==> src/ata_cmd_pkg.sv <==
// Package: task-file offsets, command codes, status bits and timing for the
// block-count and self-diagnosis command engine.
// Assumes a 10 MHz mclk shared by both ends.
package ata_cmd_pkg;
    // ****************************************
    // Task-file offsets
    // ****************************************
    localparam logic [9:0] OFS_ERROR = 10'h1F1;
    localparam logic [9:0] OFS_SECTOR_COUNT = 10'h1F2;
    localparam logic [9:0] OFS_SECTOR_NUMBER = 10'h1F3;
    localparam logic [9:0] OFS_CYLINDER_LOW = 10'h1F4;
    localparam logic [9:0] OFS_CYLINDER_HIGH = 10'h1F5;
    localparam logic [9:0] OFS_DRIVE_HEAD = 10'h1F6;
    localparam logic [9:0] OFS_COMMAND = 10'h1F7;
    // ****************************************
    // Commands and codes
    // ****************************************
    localparam logic [7:0] CMD_SET_MULTIPLE = 8'hC6;
    localparam logic [7:0] CMD_DIAGNOSE = 8'h90;
    localparam logic [7:0] DIAG_OK = 8'h01;
    localparam logic [7:0] DIAG_BUFFER_ERR = 8'h03;
    localparam logic [7:0] DIAG_ROM_ERR = 8'h05;
    localparam logic [7:0] DIAG_PEER_FAIL = 8'h80;
    localparam logic [7:0] ERR_ABORTED = 8'h04;
    localparam logic [15:0] ID_WORD47 = 16'h0020;
    localparam logic [7:0] ID_WORD59_ON = 8'h01;
    localparam logic [7:0] SECTOR_NUMBER_CHS = 8'h01;
    localparam logic [7:0] SECTOR_NUMBER_LBA = 8'h00;
    localparam logic [7:0] CYLINDER_LOW_DIAG = 8'h02;
    // ****************************************
    // Field positions
    // ****************************************
    localparam int ST_BUSY = 7;
    localparam int ST_READY = 6;
    localparam int ST_ERROR = 0;
    localparam int DH_DRIVE = 4;
    localparam int DH_LBA = 6;
    // ****************************************
    // Timing
    // ****************************************
    localparam int CLK_HZ = 10_000_000;
    localparam int PEER_WAIT_S = 5;
    localparam int PEER_WAIT_CYC = PEER_WAIT_S * CLK_HZ;
    localparam int SELF_TEST_CYC = 16;

    function automatic logic block_count_ok(input logic [7:0] v);
        return (v == 8'h02) || (v == 8'h04) || (v == 8'h08) || (v == 8'h10)
            || (v == 8'h20);
    endfunction : block_count_ok
endpackage : ata_cmd_pkg

==> src/ata_link_if.sv <==
// Interface: host-to-drive task-file port plus the peer-diagnosis line.
// Assumes the bench resolves the open-drain diagnosis line from its enables.
`timescale 1ns/1ps
interface ata_link_if;
    logic [9:0] addr;
    logic [7:0] wdata;
    logic wr;
    logic rd;
    logic [7:0] rdata;
    logic intrq;
    logic soft_reset;
    logic peer_pass_n;

    modport drive (
        input addr,
        input wdata,
        input wr,
        input rd,
        output rdata,
        output intrq,
        input soft_reset,
        input peer_pass_n
    );
    modport host (
        output addr,
        output wdata,
        output wr,
        output rd,
        input rdata,
        input intrq,
        output soft_reset
    );
endinterface : ata_link_if

==> src/wait_timer.sv <==
// Cycle timer: pulses done after a loaded count or stops on abort.
// Assumes start and abort are one-cycle pulses in the mclk domain.
`timescale 1ns/1ps
module wait_timer #(
    parameter int WIDTH = 26
) (
    input wire logic mclk,
    input wire logic reset_n,
    input wire logic start,
    input wire logic [WIDTH-1:0] count,
    input wire logic abort,
    output logic done
);
    logic [WIDTH-1:0] left;
    logic run;

    always_ff @(posedge mclk or negedge reset_n) begin
        if (!reset_n) begin
            left <= '0;
            run <= 1'b0;
            done <= 1'b0;
        end else begin
            done <= 1'b0;
            if (start) begin
                left <= count;
                run <= 1'b1;
            end else if (abort) begin
                run <= 1'b0;
            end else if (run) begin
                if (left <= WIDTH'(1)) begin
                    run <= 1'b0;
                    done <= 1'b1;
                end else begin
                    left <= left - WIDTH'(1);
                end
            end
        end
    end
endmodule : wait_timer

==> src/ata_drive_end.sv <==
// Drive end: task file, block-count command and self-diagnosis engine.
// Assumes host strobes synchronous to mclk; peer line already resolved.
`timescale 1ns/1ps
module ata_drive_end
    import ata_cmd_pkg::*;
#(
    parameter int PEER_WAIT = PEER_WAIT_CYC,
    parameter int SELF_TEST = SELF_TEST_CYC
) (
    input wire logic mclk,
    input wire logic reset_n,
    ata_link_if.drive link,
    input wire logic is_device1,
    input wire logic peer_present,
    input wire logic [7:0] self_test_code,
    output logic peer_pass_n_out,
    output logic peer_pass_oe,
    output logic multiple_enabled,
    output logic [5:0] sectors_per_request,
    output logic [15:0] id_word47,
    output logic [15:0] id_word59
);
    typedef enum logic [3:0] {
        S_IDLE = 4'b0001,
        S_MULT = 4'b0010,
        S_TEST = 4'b0100,
        S_PEER = 4'b1000
    } state_t;

    state_t state;
    logic [7:0] sector_count;
    logic [7:0] sector_number;
    logic [7:0] cylinder_low;
    logic [7:0] cylinder_high;
    logic [7:0] drive_head_select;
    logic [7:0] error_code;
    logic [7:0] status_flags;
    logic [7:0] block_count;
    logic [7:0] own_code;
    logic test_done;
    logic peer_timeout;
    logic selected;
    logic wr_cmd;

    // ****************************************
    // Decode
    // ****************************************
    assign selected = (drive_head_select[DH_DRIVE] == is_device1);
    assign wr_cmd = link.wr && (link.addr == OFS_COMMAND);

    wait_timer #(.WIDTH(26)) test_timer (
        .mclk(mclk),
        .reset_n(reset_n),
        .start(wr_cmd && link.wdata == CMD_DIAGNOSE && state == S_IDLE),
        .count(26'(SELF_TEST)),
        .abort(1'b0),
        .done(test_done)
    );
    wait_timer #(.WIDTH(26)) peer_timer (
        .mclk(mclk),
        .reset_n(reset_n),
        .start(state == S_TEST && test_done && !is_device1 && peer_present),
        .count(26'(PEER_WAIT)),
        .abort(state == S_PEER && !link.peer_pass_n),
        .done(peer_timeout)
    );

    // ****************************************
    // Task file writes
    // ****************************************
    always_ff @(posedge mclk or negedge reset_n) begin
        if (!reset_n) begin
            sector_count <= 8'h00;
            cylinder_low <= 8'h00;
            cylinder_high <= 8'h00;
            drive_head_select <= 8'h00;
        end else if (link.wr && !status_flags[ST_BUSY]) begin
            case (link.addr)
                OFS_SECTOR_COUNT: sector_count <= link.wdata;
                OFS_CYLINDER_LOW: cylinder_low <= link.wdata;
                OFS_CYLINDER_HIGH: cylinder_high <= link.wdata;
                OFS_DRIVE_HEAD: drive_head_select <= link.wdata;
                default: ;
            endcase
        end else if (state == S_TEST && test_done) begin
            cylinder_low <= CYLINDER_LOW_DIAG;
            cylinder_high <= 8'h00;
            sector_count <= 8'h01;
        end
    end

    // ****************************************
    // Command engine
    // ****************************************
    always_ff @(posedge mclk or negedge reset_n) begin
        if (!reset_n) begin
            state <= S_IDLE;
            status_flags <= 8'h40;
            error_code <= DIAG_OK;
            own_code <= DIAG_OK;
            multiple_enabled <= 1'b0;
            block_count <= 8'h00;
            sector_number <= SECTOR_NUMBER_CHS;
            link.intrq <= 1'b0;
            peer_pass_n_out <= 1'b1;
            peer_pass_oe <= 1'b0;
        end else if (link.soft_reset) begin
            state <= S_IDLE;
            status_flags <= 8'h40;
            link.intrq <= 1'b0;
            peer_pass_oe <= 1'b0;
        end else begin
            if (link.wr && link.addr == OFS_SECTOR_NUMBER && !status_flags[ST_BUSY])
                sector_number <= link.wdata;
            if (link.rd && link.addr == OFS_COMMAND)
                link.intrq <= 1'b0;
            case (state)
                S_IDLE: begin
                    if (wr_cmd && link.wdata == CMD_DIAGNOSE) begin
                        state <= S_TEST;
                        status_flags <= 8'h80;
                        link.intrq <= 1'b0;
                        peer_pass_oe <= 1'b0;
                    end else if (wr_cmd && link.wdata == CMD_SET_MULTIPLE && selected) begin
                        state <= S_MULT;
                        status_flags <= 8'h80;
                        link.intrq <= 1'b0;
                    end
                end
                S_MULT: begin
                    state <= S_IDLE;
                    if (block_count_ok(sector_count)) begin
                        multiple_enabled <= 1'b1;
                        block_count <= sector_count;
                        status_flags <= 8'h40;
                    end else if (sector_count == 8'h00) begin
                        multiple_enabled <= 1'b0;
                        status_flags <= 8'h40;
                    end else begin
                        multiple_enabled <= 1'b0;
                        error_code <= ERR_ABORTED;
                        status_flags <= 8'h41;
                    end
                    link.intrq <= 1'b1;
                end
                S_TEST: begin
                    if (test_done) begin
                        own_code <= self_test_code;
                        error_code <= self_test_code;
                        sector_number <= drive_head_select[DH_LBA] ? SECTOR_NUMBER_LBA
                                                                     : SECTOR_NUMBER_CHS;
                        if (is_device1) begin
                            state <= S_IDLE;
                            status_flags <= 8'h40;
                            peer_pass_n_out <= 1'b0;
                            peer_pass_oe <= (self_test_code == DIAG_OK);
                        end else if (peer_present) begin
                            state <= S_PEER;
                        end else begin
                            state <= S_IDLE;
                            status_flags <= 8'h40;
                            link.intrq <= 1'b1;
                        end
                    end
                end
                S_PEER: begin
                    if (!link.peer_pass_n || peer_timeout) begin
                        state <= S_IDLE;
                        status_flags <= 8'h40;
                        link.intrq <= 1'b1;
                        if (link.peer_pass_n)
                            error_code <= own_code | DIAG_PEER_FAIL;
                    end
                end
                default: state <= S_IDLE;
            endcase
        end
    end

    // ****************************************
    // Reads and identify words
    // ****************************************
    always_ff @(posedge mclk or negedge reset_n) begin
        if (!reset_n) begin
            link.rdata <= 8'h00;
            id_word47 <= 16'h0000;
            id_word59 <= 16'h0000;
            sectors_per_request <= 6'h01;
        end else begin
            id_word47 <= ID_WORD47;
            id_word59 <= multiple_enabled ? {ID_WORD59_ON, block_count} : 16'h0000;
            sectors_per_request <= multiple_enabled ? block_count[5:0] : 6'h01;
            case (link.addr)
                OFS_ERROR: link.rdata <= error_code;
                OFS_SECTOR_COUNT: link.rdata <= sector_count;
                OFS_SECTOR_NUMBER: link.rdata <= sector_number;
                OFS_CYLINDER_LOW: link.rdata <= cylinder_low;
                OFS_CYLINDER_HIGH: link.rdata <= cylinder_high;
                OFS_DRIVE_HEAD: link.rdata <= drive_head_select;
                OFS_COMMAND: link.rdata <= status_flags;
                default: link.rdata <= 8'h00;
            endcase
        end
    end
endmodule : ata_drive_end

==> src/flat_wrapper.sv <==
// flat-port wrapper written by rule: the top's interface ports become plain ports
module ata_drive_end_flat import ata_cmd_pkg::*;
#(
    parameter int PEER_WAIT = PEER_WAIT_CYC,
    parameter int SELF_TEST = SELF_TEST_CYC
)
  (mclk, reset_n, is_device1, peer_present, self_test_code, peer_pass_n_out, peer_pass_oe, multiple_enabled, sectors_per_request, id_word47, id_word59, link_addr, link_wdata, link_wr, link_rd, link_rdata, link_intrq, link_soft_reset, link_peer_pass_n);
  ata_link_if link_i ();
  input wire logic mclk;
  input wire logic reset_n;
  input wire logic is_device1;
  input wire logic peer_present;
  input wire logic [7:0] self_test_code;
  output logic peer_pass_n_out;
  output logic peer_pass_oe;
  output logic multiple_enabled;
  output logic [5:0] sectors_per_request;
  output logic [15:0] id_word47;
  output logic [15:0] id_word59;
  input wire logic [$bits(link_i.addr)-1:0] link_addr;
  input wire logic [$bits(link_i.wdata)-1:0] link_wdata;
  input wire logic [$bits(link_i.wr)-1:0] link_wr;
  input wire logic [$bits(link_i.rd)-1:0] link_rd;
  output wire logic [$bits(link_i.rdata)-1:0] link_rdata;
  output wire logic [$bits(link_i.intrq)-1:0] link_intrq;
  input wire logic [$bits(link_i.soft_reset)-1:0] link_soft_reset;
  input wire logic [$bits(link_i.peer_pass_n)-1:0] link_peer_pass_n;
  assign link_i.addr = link_addr;
  assign link_i.wdata = link_wdata;
  assign link_i.wr = link_wr;
  assign link_i.rd = link_rd;
  assign link_rdata = link_i.rdata;
  assign link_intrq = link_i.intrq;
  assign link_i.soft_reset = link_soft_reset;
  assign link_i.peer_pass_n = link_peer_pass_n;
  ata_drive_end #(.PEER_WAIT(PEER_WAIT), .SELF_TEST(SELF_TEST)) u_core (.mclk(mclk), .reset_n(reset_n), .link(link_i), .is_device1(is_device1), .peer_present(peer_present), .self_test_code(self_test_code), .peer_pass_n_out(peer_pass_n_out), .peer_pass_oe(peer_pass_oe), .multiple_enabled(multiple_enabled), .sectors_per_request(sectors_per_request), .id_word47(id_word47), .id_word59(id_word59));
endmodule
==> config.mk <==
export PLATFORM = sky130hd
export DESIGN_NAME = ata_drive_end_flat
export DESIGN_NICKNAME = d
export VERILOG_FILES = /design/src/ata_cmd_pkg.sv /design/src/ata_link_if.sv /design/src/wait_timer.sv /design/src/ata_drive_end.sv /design/src/flat_wrapper.sv
export SDC_FILE = /design/constraint.sdc
export NUM_CORES = 1
export LEC_CHECK = 0
export BUFFER_PORTS_ARGS = -buffer_cell sky130_fd_sc_hd__buf_2
export CORE_MARGIN = 2
export CORE_UTILIZATION = 50
export DETAILED_ROUTE_END_ITERATION = 16
export PLACE_DENSITY_LB_ADDON = 0.3
export REMOVE_ABC_BUFFERS = 1
export SLEW_MARGIN = 20
export SYNTH_ARGS = -nofsm -noshare
export SYNTH_HDL_FRONTEND = slang
export SYNTH_HIERARCHICAL = 1
export SYNTH_SLANG_ARGS = --single-unit
==> constraint.sdc <==
create_clock -name mclk -period 2.4 [get_ports mclk]
set_input_delay 0 -clock mclk [delete_from_list [all_inputs] [get_ports mclk]]
set_output_delay 0 -clock mclk [all_outputs]
set_load 0.05 [all_outputs]
After elaboration in Yosys (flattened, before gate mapping)
Index checks and enable logic that the tools add are counted.
{"block": "classes", "n_addsub": 2, "multipliers": 0, "n_div": 0, "n_lt_le_gt_ge": 2, "eq_ne": 37, "shift": 0, "muxes": 76, "n_bitwise": 1, "n_reduce_logical": 42}
{"op": "8-bit 2-to-1 mux", "count": 25}
{"op": "26-bit 2-to-1 mux", "count": 7}
{"op": "10-bit by 9-bit == test with 1-bit output, second input constant", "count": 7}
{"op": "8-bit case mux with 7 select lines", "count": 1}
{"op": "26-bit by 1-bit <= comparator with 1-bit output, second input constant", "count": 2}
{"op": "26-bit by 1-bit subtractor with 26-bit output, second input constant", "count": 2}
{"op": "8-bit case mux with 4 select lines", "count": 1}
{"op": "1-bit 2-to-1 mux", "count": 29}
{"op": "4-bit 2-to-1 mux", "count": 7}
{"op": "8-bit case mux with 3 select lines", "count": 1}
{"op": "2-bit inequality test, second input constant", "count": 11}
{"op": "8-bit == test, second input constant", "count": 2}
{"op": "1-bit logical AND", "count": 13}
{"op": "3-bit inequality test, second input constant", "count": 4}
{"op": "4-bit case mux with 3 select lines", "count": 1}
{"op": "2-bit AND reduction", "count": 6}
{"op": "3-bit AND reduction", "count": 4}
{"op": "9-bit 2-to-1 mux", "count": 1}
{"op": "8-bit by 1-bit == test with 1-bit output, second input constant", "count": 1}
{"op": "8-bit by 2-bit == test with 1-bit output, second input constant", "count": 1}
{"op": "8-bit by 3-bit == test with 1-bit output, second input constant", "count": 1}
{"op": "8-bit by 4-bit == test with 1-bit output, second input constant", "count": 1}
{"op": "8-bit by 5-bit == test with 1-bit output, second input constant", "count": 1}
{"op": "8-bit by 6-bit == test with 1-bit output, second input constant", "count": 1}
{"op": "19 further kinds", "count": 30}
{"block": "word_totals", "register_bits": 166, "latchBits": 0, "ram_bits": 0, "rom_bits": 0, "inputBits": 34, "out_inout_bits": 50, "word_cells": 184, "memories": 0}

Logic depth before layout (Yosys ltp)
Gate-level depths: netlist (run 1).
{"block": "depth", "word_depth": 8, "mapped_depth": 10, "ltp_nobuf": 8}

By module
The synthesis (run 1) kept the hierarchy.
{"module": "ata_drive_end", "instances": 1, "cells_per_inst": 436, "area_per_inst_um2": 4797.1, "seq_area_each_um2": 2336.0}
{"module": "wait_timer at u_core.peer_timer", "instances": 1, "cells_per_inst": 196, "area_per_inst_um2": 1742.9, "seq_area_each_um2": 700.7}
{"module": "wait_timer at u_core.test_timer", "instances": 1, "cells_per_inst": 196, "area_per_inst_um2": 1736.7, "seq_area_each_um2": 700.7}

Worst setup path after synthesis (run 1)
OpenSTA, ideal clock, no wires.
{"block": "synth_timing", "kind": "register -> register", "startpoint": "register u_core.state[1]", "endpoint": "register u_core.test_timer.done", "setup_ns": 0.135, "arrival_ns": 2.498, "required_time_ns": 2.265, "path_slack_ns": -0.233, "path_stages_with_launch": 8, "n_path_buf": 3, "path_cell_list": "dfrtp_1 clkbuf_1 or4b_2 or4_1 inv_1 clkbuf_1 clkbuf_1 nor3_1"}
{"block": "synth_between", "elab_chain_len": 3}
{"item": "start: declaration", "line_no": "ata_drive_end.sv:30", "source": "state_t state;"}
{"item": "start signal: assignment", "line_no": "ata_drive_end.sv:97", "source": "state <= S_IDLE;"}
{"item": "start signal: assignment", "line_no": "ata_drive_end.sv:108", "source": "state <= S_IDLE;"}
{"item": "start signal: assignment", "line_no": "ata_drive_end.sv:120", "source": "state <= S_TEST;"}
{"item": "4-bit by 1-bit == test with 1-bit output", "line_no": "ata_drive_end.sv:54", "source": ".start(wr_cmd && link.wdata == CMD_DIAGNOSE && state == S_IDLE),"}
{"item": "1-bit logical AND", "line_no": "ata_drive_end.sv:54"}
{"item": "1-bit 2-to-1 mux", "line_no": "wait_timer.sv:24", "source": "if (start) begin"}
{"item": "end signal: assignment", "line_no": "wait_timer.sv:21", "source": "done <= 1'b0;"}
{"item": "end signal: assignment", "line_no": "wait_timer.sv:23", "source": "done <= 1'b0;"}
{"item": "end signal: assignment", "line_no": "wait_timer.sv:32", "source": "done <= 1'b1;"}
{"item": "end: declaration", "line_no": "wait_timer.sv:12", "source": "output logic done"}
Every way passes these cells.
A chain may end at the register's enable or synchronous reset.

Final worst setup path (run 1)
{"block": "layout_timing", "startpoint": "register u_core.state[0]", "endpoint": "register u_core.peer_timer.left[24]"}
{"block": "layout_between", "elab_chain_len": 6, "elab_cells_between_ends": 11, "cone_classes": "eq/ne (4); mux (1); reduce/logical (6)"}
{"item": "4-bit by 3-bit == test with 1-bit output", "line_no": "ata_drive_end.sv:62", "source": ".start(state == S_TEST && test_done && !is_device1 && peer_present),"}
{"item": "1-bit logical AND (3 in series)", "line_no": "ata_drive_end.sv:62"}
{"item": "2-bit inequality test (no line) or 2-bit nonzero test (tied branches)"}
{"item": "3-bit AND reduction (no line)"}
{"item": "end signal: assignment", "line_no": "wait_timer.sv:25", "source": "left <= count;"}
{"item": "end signal: assignment", "line_no": "wait_timer.sv:34", "source": "left <= left - WIDTH'(1);"}
{"item": "end: declaration", "line_no": "wait_timer.sv:14", "source": "logic [WIDTH-1:0] left;"}
Several ways; a longest one is shown, not always the timed one.

==> results.md, run 1 <==
- Status: complete, no violations
- Seq/Total Area, Yosys: 0.452
- Synthesis-stage register bit count: 149
- Die ar.: 0.0176 mm²
- Worst setup SP type: flip-flop
- Largest family of logic cells by synthesized area: simple AND/OR/NAND/NOR gates
- Post-placement cell count: 1172
- First-pass GRT wire length: 33900 µm
- Worst reg2reg endpoint: u_core/peer_timer/left[24]
- Final setup violation count: 0
- Placer congestion estimate: 0.863
- Fmax: 428 MHz
- Syn avg cell area: 10.0 µm²
- Root buffer cell: clkbuf_16
- Number of fill cells: 1352
- WP data arrival: 2650 ps
- WL final: 20600 µm
- I/O pin count: 84
- Largest net degree at the start of global routing: 58
- Share of cells above drive strength 1: 0.235
- Cell variety after synth: 87
- Slew Limit Fails: 0
- Post-layout util: 0.612
- Clk_skew: 9.82 ps
- Post-synthesis simple-gate area fraction: 0.210
- Met1 Wirelength: 9280 µm
- Hold Path Class: primary input to flip-flop
- # Max-Cap Violations: 0
- Post-synth EDFFs: 0
- DR pass1 iterations: 5
- Port-buffer cells: 61
- CTS Buf Count: 17
- Synth Area in Compound Gates: 0.188
- Reg area: 0.00374 mm²
- Final period util: 0.974
- Vias in the first global route: 6662
- Hold depth: 3
- Post-Syn Area: 0.00828 mm²
- Post-DP HPWL: 14100 µm
- Commonest non-fill, non-tap cell in the layout: dfrtp_1
- Die Width: 133 µm
- Peak VDD IR: 508 µV
- Total number of vias: 7015
- Mux cell area share after synthesis: 0.0596
- Post-Place Setup Slack: -157 ps
- Final Cell Area: 0.0100 mm²
- Post-Layout Cell Count: 1225
- Area of the multi-input gates: 0.00435 mm²
- Clk sinks: 149
- Met3 WL: 929 µm
- Setup ws final: 63.3 ps
- Placed Area: 0.00925 mm²
- Max clock buf depth: 2
- Min Clock Period, post-route: 2340 ps
- Initial antenna violation count: 0
- Die Y: 133 µm
- Layout overhead on the synthesized area: 21.4%
- Critical path fanouts, max: 15
- Post-synth ARST share: 1.00
- Commonest non-fill, non-tap cells in the layout: 142 x dfrtp_1, 78 x conb_1, 60 x buf_2, 60 x buf_4, 59 x nand2_1
- Hold_sp: link_wdata[6]
- Slew @ Worst Pin: 870 ps
- Slowest stage delay, CP: 530 ps
- DR WL met2: 10100 µm
- RSZ-0062 raised after global routing: no
- Most used DFF post-synth: dfrtp_1
- Worst Hold Endpoint: u_core/cylinder_low[6]
- Final Hold Fails: 0
- Critical path type: flip-flop to flip-flop
- Final antenna-violating net count: 0
- Crit-path cells: buf_6 > nor4b_2 > nor2b_1 > nand2b_1 > or4_1 > nor4_1 > buf_4 > nor3b_1 > a221o_1
- Synthesis Warnings: 6
- Relative slew slack: 0.413
- RR Startpoint: u_core/state[0]
- Top Layer Used: met4
- Category of the worst setup path capture point: flip-flop
- Synth Area in XOR/XNOR: 0.0190
- Row count: 47
- Crit path from: u_core/state[0]
- Total track usage: 0.239
- Reg2reg path depth: 9
- Post-Syn Instances: 828
- Post-CTS setup buffer count: 0
- Clk_lat worst skew: 420 ps
- R2r setup slk: 60 ps
- Starting Density: 0.504
- Number of diodes: 0
- Worst endpoint required time: 2710 ps
- Drt drc: 0
- Via density: 5.73
- Pwr/cell area: 546 mW/mm²
- Initial drt markers: 526
- Nets: 1030
- H-tree levels: 4
- Leakage: 0.00462 µW
- Critical path's slowest cell: dfstp_2
- CTS clk-pin slew, worst paths: 70 ps
- CTS tree: done
- Adder-Cell Fraction of Synth Area: 0.00726
- Grt ovf: 0
- DR WL/cell: 16.8 µm
- Core Region: 0.0164 mm²
## final cells by class
class	instances	area share
inverter	21	0.00809
clock inverter	14	0.0116
clock buffer	18	0.0437
tap	220	0.0274
timing repair buffer	146	0.104
sequential	149	0.372
multi-input combinational	657	0.433
## per-stage QoR
| stage | power, µW | hold slack [ps] | setup TNS, ps |
|---|---|---|---|
| finish | 5480 | 23.3 | 0 |
| global route | 5680 | 21.3 | 0 |
| CTS | 5530 | 0.0892 | 0 |
| detailed placement | 2960 | -52.1 | -971 |
| global placement | 2960 | -52.4 | -614 |
| floorplan | 2790 | -296 | -39670 |
## worst max path at each step
stage / endpoint / slack, ps / depth (start not counted)
global route: u_core/test_timer/left[22] / 4 / 5
CTS: u_core/test_timer/left[22] / 20 / 5
finish: u_core/peer_timer/left[24] / 60 / 9
global placement: u_core/test_timer/left[17] / -130 / 7
floorplan: u_core/peer_timer/left[17] / -1080 / 5
detailed placement: u_core/test_timer/left[17] / -160 / 7
## metal layers
metal  track usage  up-vias
met2         0.393      197
met5             0        -
li1              -     3354
met4        0.0675        0
met1         0.324     3441
met3        0.0479       23
## cells by family after synthesis
family          Yosys count
mux                      43
simple gates            302
other cells               2
buf+inv                  98
compound gates          211
flops                   149
fa+ha+maj                 5
xor+xnor                 18
## critical path, delay by kind of cell (launching register included)
| family | cells | cell delay (ps) |
|---|---|---|
| AND/OR/NAND/NOR | 6 | 1100 |
| flip-flops | 1 | 530 |
| AO/OA/AOI/OAI | 1 | 260 |
| buffers and inverters | 2 | 330 |
## cells in the mapped netlist, types with 12 or more instances
cell,n,area share
a21oi_1,25,0.015
a22o_1,35,0.037
a31oi_1,22,0.017
buf_2,13,0.0079
buf_4,29,0.026
clkbuf_1,29,0.013
dfrtp_1,142,0.43
inv_1,19,0.0086
mux2_2,30,0.041
nand2_1,59,0.027
nand3_1,22,0.013
nor2_1,56,0.025
nor2b_1,12,0.0091
nor3_1,15,0.0091
o21ai_0,32,0.019
o31ai_1,14,0.013
or3_1,19,0.014
or4_1,32,0.029
xnor2_1,12,0.013
## flip-flops by register name, summed over array words and instances, names as in the netlist, 3 cells and up
register / flops
u_core/error_code: 8
u_core/cylinder_high: 8
u_core/id_word59: 9
u_core/cylinder_low: 8
u_core/sector_count: 8
u_core/peer_timer/left: 26
u_core/drive_head_select: 8
u_core/own_code: 7
u_core/link.rdata: 8
u_core/state: 4
u_core/sector_number: 8
u_core/test_timer/left: 26
u_core/block_count: 8
u_core/status_flags: 3
## report_power, final
part / total (µW) / switching (µW) / internal [µW]
registers: 2560 / 17.3 / 2540
clock network: 2540 / 1160 / 1380
logic: 392 / 283 / 109
total: 5480 / 1460 / 4030
## what timing repair did
item | CTS | global route
pin swaps | 1 | 0
hold endpoints to repair | 198 | 0
setup endpoints to repair | 16 | 33
hold buffers | 21 | 0
gates resized for setup | 3 | 7
(Power assumes the default switching activity.)
==> inputs of run 2 (changes only) <==
--- a/config.mk
+++ b/config.mk
@@ -9,7 +9,7 @@
 export CORE_MARGIN = 2
 export CORE_UTILIZATION = 50
 export DETAILED_ROUTE_END_ITERATION = 16
-export PLACE_DENSITY_LB_ADDON = 0.3
+export PLACE_DENSITY = 0.81
 export REMOVE_ABC_BUFFERS = 1
 export SLEW_MARGIN = 20
 export SYNTH_ARGS = -nofsm -noshare
==> run 2 against run 1 <==
  * Sequential cell count stayed put
  * Clock power rose by 22%
  * Sequential power barely moved
  * Worst hold slack worse by 7.9 ps
  * Critical path depth unchanged
  * Utilization grew 0.96 points
  * Setup slack improved by 17 ps
  * Critical path type is now primary input to flip-flop
==> results.md, run 2 (synthesized netlist as in run 1, its figures left out) <==
- Status: complete, no violations
- Reg area: 0.00374 mm²
- Critical path type: primary input to flip-flop
- Reg2reg path depth: 5
- Total number of vias: 7213
- Post-Layout Cell Count: 1223
- Final Hold Slack: 15.4 ps
- Critical path's slowest cell: or4b_2
- Post-DP HPWL: 14500 µm
- Placer congestion estimate: 0.843
- Clk_lat worst skew: 430 ps
- Peak VDD IR: 386 µV
- Grt ovf: 0
- Final period util: 0.967
- Buf/Inv on CP: 4
- Largest registers: u_core/peer_timer/left (26), u_core/test_timer/left (26), u_core/id_word59 (9)
- Share of cells above drive strength 1: 0.237
- Commonest non-fill, non-tap cells in the layout: 142 x dfrtp_1, 78 x conb_1, 60 x buf_2
- Initial antenna violation count: 0
- Relative slew slack: 0.435
- Post-placement cell count: 1171
- Category of the worst setup path capture point: flip-flop
- Worst reg2reg endpoint: u_core/test_timer/left[25]
- RR Startpoint: u_core/test_timer/left[10]
- Post-CTS setup buffer count: 0
- # Max-Cap Violations: 0
- Setup TNS: 0 ps
- Pwr/cell area: 594 mW/mm²
- Crit-path cells: dlygate4sd3_1 > buf_2 > or4b_2 > or4_4 > inv_2 > buf_4 > nor2_1 > and4_1 > a211o_1
- Final Hold Fails: 0
- Total track usage: 0.248
- Leakage: 0.00468 µW
- H-tree levels: 4
- Die ar.: 0.0176 mm²
- Fmax: 431 MHz
- Worst endpoint required time: 2720 ps
- Clk sinks: 149
- Min Clock Period, post-route: 2320 ps
- WP data arrival: 2640 ps
- Critical path fanouts, max: 4
- Vias in the first global route: 7071
- Nets: 1028
- Clk_skew: 9.00 ps
- Worst setup SP type: primary input
- Core Region: 0.0164 mm²
- Final antenna-violating net count: 0
- DR WL/cell: 17.6 µm
- CTS tree: done
- Commonest non-fill, non-tap cell in the layout: dfrtp_1
- R2r setup slk: 90 ps
- RSZ-0062 raised after global routing: yes
- Delay-heaviest family, CP: simple AND/OR/NAND/NOR gates
- Initial drt markers: 555
- Drt drc: 0
- Hold depth: 4
- Hold_sp: link_addr[3]
- Number of diodes: 0
- CTS clk-pin slew, worst paths: 60 ps
- Slowest stage delay, CP: 710 ps
- Number of fill cells: 1254
- Die Width: 133 µm
- Area of the multi-input gates: 0.00440 mm²
- WL final: 21500 µm
- First-pass GRT wire length: 35100 µm
- CTS Buf Count: 17
- Row count: 47
- Starting Density: 0.504
- Slew @ Worst Pin: 836 ps
- Layout overhead on the synthesized area: 23.3%
- Worst Hold Endpoint: u_core/cylinder_low[1]
- Via density: 5.90
- Root buffer cell: clkbuf_16
- DR pass1 iterations: 5
- Die Y: 133 µm
- Max clock buf depth: 2
- Hold Path Class: primary input to flip-flop
- Port-buffer cells: 61
- Final setup violation count: 0
- I/O pin count: 84
- Slew Limit Fails: 0
- Largest net degree at the start of global routing: 72
==> run 2: cell types whose count changed in the layout (fill, tap and decap cells not counted), moves of 2 or more <==
cell and change:
a2111oi_1 +2, bufinv_16 +7, inv_8 -2, nor4_4 +2, inv_6 -5, clkbuf_1 +2, buf_4 -2, a2111oi_0 -3
==> run 2: where the power goes <==
part | total (µW) | internal (µW) | switching [µW]
clock | 3110 | 2050 | 1050
sequential | 2560 | 2540 | 18.1
combinational | 391 | 109 | 282
total | 6060 | 4700 | 1350
==> run 2: stage by stage <==
step	setup WS (ps)	power, µW	cell area (µm²)	util
after detailed placement	-183	2960	9240	0.563
after global routing	-20.8	6250	10200	0.622
after CTS	3.99	6070	10100	0.618
after floorplan	-1080	2790	8110	-
after global placement	-146	2960	9240	0.563
final	79.9	6060	10200	0.622
==> run 2: area by class of cell <==
| cell class | count | area share |
|---|---|---|
| multi-input combinational | 657 | 0.431 |
| sequential | 149 | 0.366 |
| timing repair buffer | 144 | 0.101 |
| clock buffer | 19 | 0.0424 |
| tap | 220 | 0.0270 |
| clock inverter | 13 | 0.0248 |
| inverter | 21 | 0.00785 |
==> run 2: timing repair <==
item                       in CTS  in global routing
pin swaps                       1                  0
hold buffers                   20                  0
hold endpoints to repair      118                  0
resized for setup               5                 15
setup endpoints to repair      24                 20
==> run 2: worst max path at each step <==
stage                                from                         end  slack [ps]  cells past startpoint
2_1_floorplan  u_core/peer_timer/left[22]  u_core/peer_timer/left[17]       -1080                      5
4_1_cts         u_core/peer_timer/left[1]  u_core/peer_timer/left[10]           4                      7
3_3_place_gp              u_core/state[0]  u_core/test_timer/left[20]        -150                      7
3_5_place_dp              u_core/state[0]  u_core/test_timer/left[15]        -180                      7
5_1_grt         u_core/peer_timer/left[6]  u_core/peer_timer/left[19]         -20                      6
6_report                    link_wdata[2]  u_core/test_timer/left[19]          80                      9
==> run 2: worst register-to-register path: stages, from the launching register on <==
cell and delay (ps):
dfrtp_1 410, or4_4 590, or4_1 550, a2111oi_2 380, xnor2_1 170, o21ai_1 90
==> run 2: layer usage <==
metal,GRT usage,vias to the layer above,routed length (µm)
met5,0,-,0
met4,0.105,0,456
li1,-,3364,-
met1,0.315,3551,9030
met3,0.0460,41,1100
met2,0.419,257,11000
==> inputs of run 3 (changes only) <==
--- a/config.mk
+++ b/config.mk
@@ -7,9 +7,9 @@
 export LEC_CHECK = 0
 export BUFFER_PORTS_ARGS = -buffer_cell sky130_fd_sc_hd__buf_2
 export CORE_MARGIN = 2
-export CORE_UTILIZATION = 50
+export CORE_UTILIZATION = 25
 export DETAILED_ROUTE_END_ITERATION = 16
-export PLACE_DENSITY = 0.81
+export PLACE_DENSITY = 0.51
 export REMOVE_ABC_BUFFERS = 1
 export SLEW_MARGIN = 20
 export SYNTH_ARGS = -nofsm -noshare
==> constraint.sdc (replaced) <==
create_clock -name mclk -period 2.4 [get_ports mclk]
set_input_delay 0.24 -clock mclk [delete_from_list [all_inputs] [get_ports mclk]]
set_output_delay 0.24 -clock mclk [all_outputs]
set_load 0.05 [all_outputs]
==> run 3 against run 2 <==
  * Die area grew 96%
  * Wire length is 6.5% higher
  * Largest cell class unchanged
  * Utilization decreased by 30 points
  * Register-to-register slack got worse by 30 ps
==> results.md, run 3 (synthesized netlist as in run 1, its figures left out) <==
- Status: complete, no violations
- Die Width: 186 µm
- WL final: 22900 µm
- Commonest non-fill, non-tap cells in the layout: 142 x dfrtp_1, 78 x conb_1, 76 x buf_4
- Pwr/cell area: 559 mW/mm²
- Critical path type: flip-flop to flip-flop
- Row count: 66
- Die ar.: 0.0346 mm²
- Initial drt markers: 400
- Slew Limit Fails: 0
- WP data arrival: 2650 ps
- Starting Density: 0.254
- First-pass GRT wire length: 37900 µm
- Setup TNS: 0 ps
- DR WL/cell: 15.8 µm
- I/O pin count: 84
- Die Y: 186 µm
- Flop pwr share: 0.438
- CTS Buf Count: 17
- Final setup violation count: 0
- DR pass1 iterations: 5
- Clk_skew: 14.4 ps
- Final Hold Fails: 0
- Commonest non-fill, non-tap cell in the layout: dfrtp_1
- Largest registers: u_core/peer_timer/left (26), u_core/test_timer/left (26), u_core/id_word59 (9)
- Placer congestion estimate: 0.823
- Post-Place Setup Slack: -240 ps
- Leakage: 0.00470 µW
- Critical path fanouts, max: 6
- Relative slew slack: 0.362
- Number of fill cells: 3410
- Switching power total: 1520 µW
- Crit-path cells: or4b_4 > or4_4 > inv_4 > buf_12 > nor2_2 > and4_1 > a211o_1
- Peak VDD IR: 311 µV
- Initial antenna violation count: 3
- Area of the multi-input gates: 0.00439 mm²
- Hold Path Class: primary input to flip-flop
- Final antenna-violating net count: 0
- Drt drc: 0
- Clk_lat worst skew: 430 ps
- Share of cells above drive strength 1: 0.261
- Nets: 1031
- Min Clock Period, post-route: 2340 ps
- Pint: 4320 µW
- Switching share of power: 0.260
- Reg area: 0.00374 mm²
- Total number of vias: 6950
- Port-buffer cells: 61
- Core Region: 0.0325 mm²
- Critical path's slowest cell: or4_4
- Clk sinks: 149
- Largest net degree at the start of global routing: 56
- Layout overhead on the synthesized area: 26.3%
- Setup ws final: 63.6 ps
- Fmax: 428 MHz
- Worst endpoint required time: 2720 ps
- Final period util: 0.974
- Slowest stage delay, CP: 550 ps
- Vias in the first global route: 6859
- Category of the worst setup path capture point: flip-flop
- Slew @ Worst Pin: 945 ps
- Via density: 4.79
- Combinational Power Share: 0.065
- Worst setup SP type: flip-flop
- Total track usage: 0.140
- H-tree levels: 4
- CTS tree: done
- Post-DP HPWL: 16500 µm
- # Max-Cap Violations: 0
- Root buffer cell: clkbuf_16
- Max clock buf depth: 2
- Clk pwr share: 0.498
- CTS clk-pin slew, worst paths: 70 ps
- Grt ovf: 0
[run 3: final timing paths]
path / depth (start not counted) / startpoint / slack (ps) / end
max: 7 / u_core/state[0] / 60 / u_core/test_timer/left[19]
min: 2 / self_test_code[4] / 70 / u_core/own_code[4]
max reg2reg: 7 / u_core/state[0] / 60 / u_core/test_timer/left[19]
min reg2reg: 1 / u_core/block_count[2] / 470 / u_core/block_count[2]
max in group asynchronous: 3 / reset_n / 1350 / u_core/sector_count[2]
min in group asynchronous: 2 / reset_n / 340 / u_core/id_word59[0]
[run 3: layout make-up]
| class | count | area share |
|---|---|---|
| inverter | 21 | 0.00814 |
| tap | 442 | 0.0529 |
| multi-input combinational | 657 | 0.420 |
| timing repair buffer | 147 | 0.100 |
| antenna | 2 | 0.000479 |
| clock inverter | 15 | 0.0200 |
| clock buffer | 17 | 0.0407 |
| sequential | 149 | 0.358 |
[run 3: layer usage]
| metal | GRT usage | routed length [µm] |
|---|---|---|
| met1 | 0.186 | 10600 |
| met2 | 0.226 | 11100 |
| met3 | 0.0247 | 792 |
| met4 | 0.0520 | 510 |
| met5 | 0 | 18 |
[run 3: per-stage QoR]
step | area (µm²) | power [µW] | cells | util | hold slack, ps
6_report | 10500 | 5840 | 1450 | 0.321 | 74.9
5_1_grt | 10500 | 6090 | 1450 | 0.321 | 64.7
4_1_cts | 10300 | 5940 | 1446 | 0.318 | 62.4
3_5_place_dp | 9690 | 2980 | 1413 | 0.298 | 243
3_3_place_gp | 9690 | 2980 | 1413 | 0.298 | 241
2_1_floorplan | 8110 | 2790 | 827 | - | -55.6
[run 3: critical path: cells and delay by family, from the launching register on]
family | cells | cell delay, ps
compound gates | 1 | 220
buf+inv | 2 | 230
flops | 1 | 530
simple gates | 4 | 1240
[run 3: timing repair]
action                     4_1_cts  5_1_grt
setup endpoints to repair       16       35
pin swaps                        1        3
resized for setup                4       18
setup buffers                    0        2
hold endpoints to repair        46        0
hold buffers                     1        0
[run 3: power by group through the flow]
| stage | Clock [µW] | Sequential [µW] | Combinational [µW] |
|---|---|---|---|
| global placement | 0 | 2600 | 378 |
| detailed placement | 0 | 2600 | 379 |
| floorplan | 0 | 2630 | 154 |
| finish | 2910 | 2560 | 377 |
| global route | 3120 | 2560 | 414 |
| CTS | 3000 | 2550 | 381 |
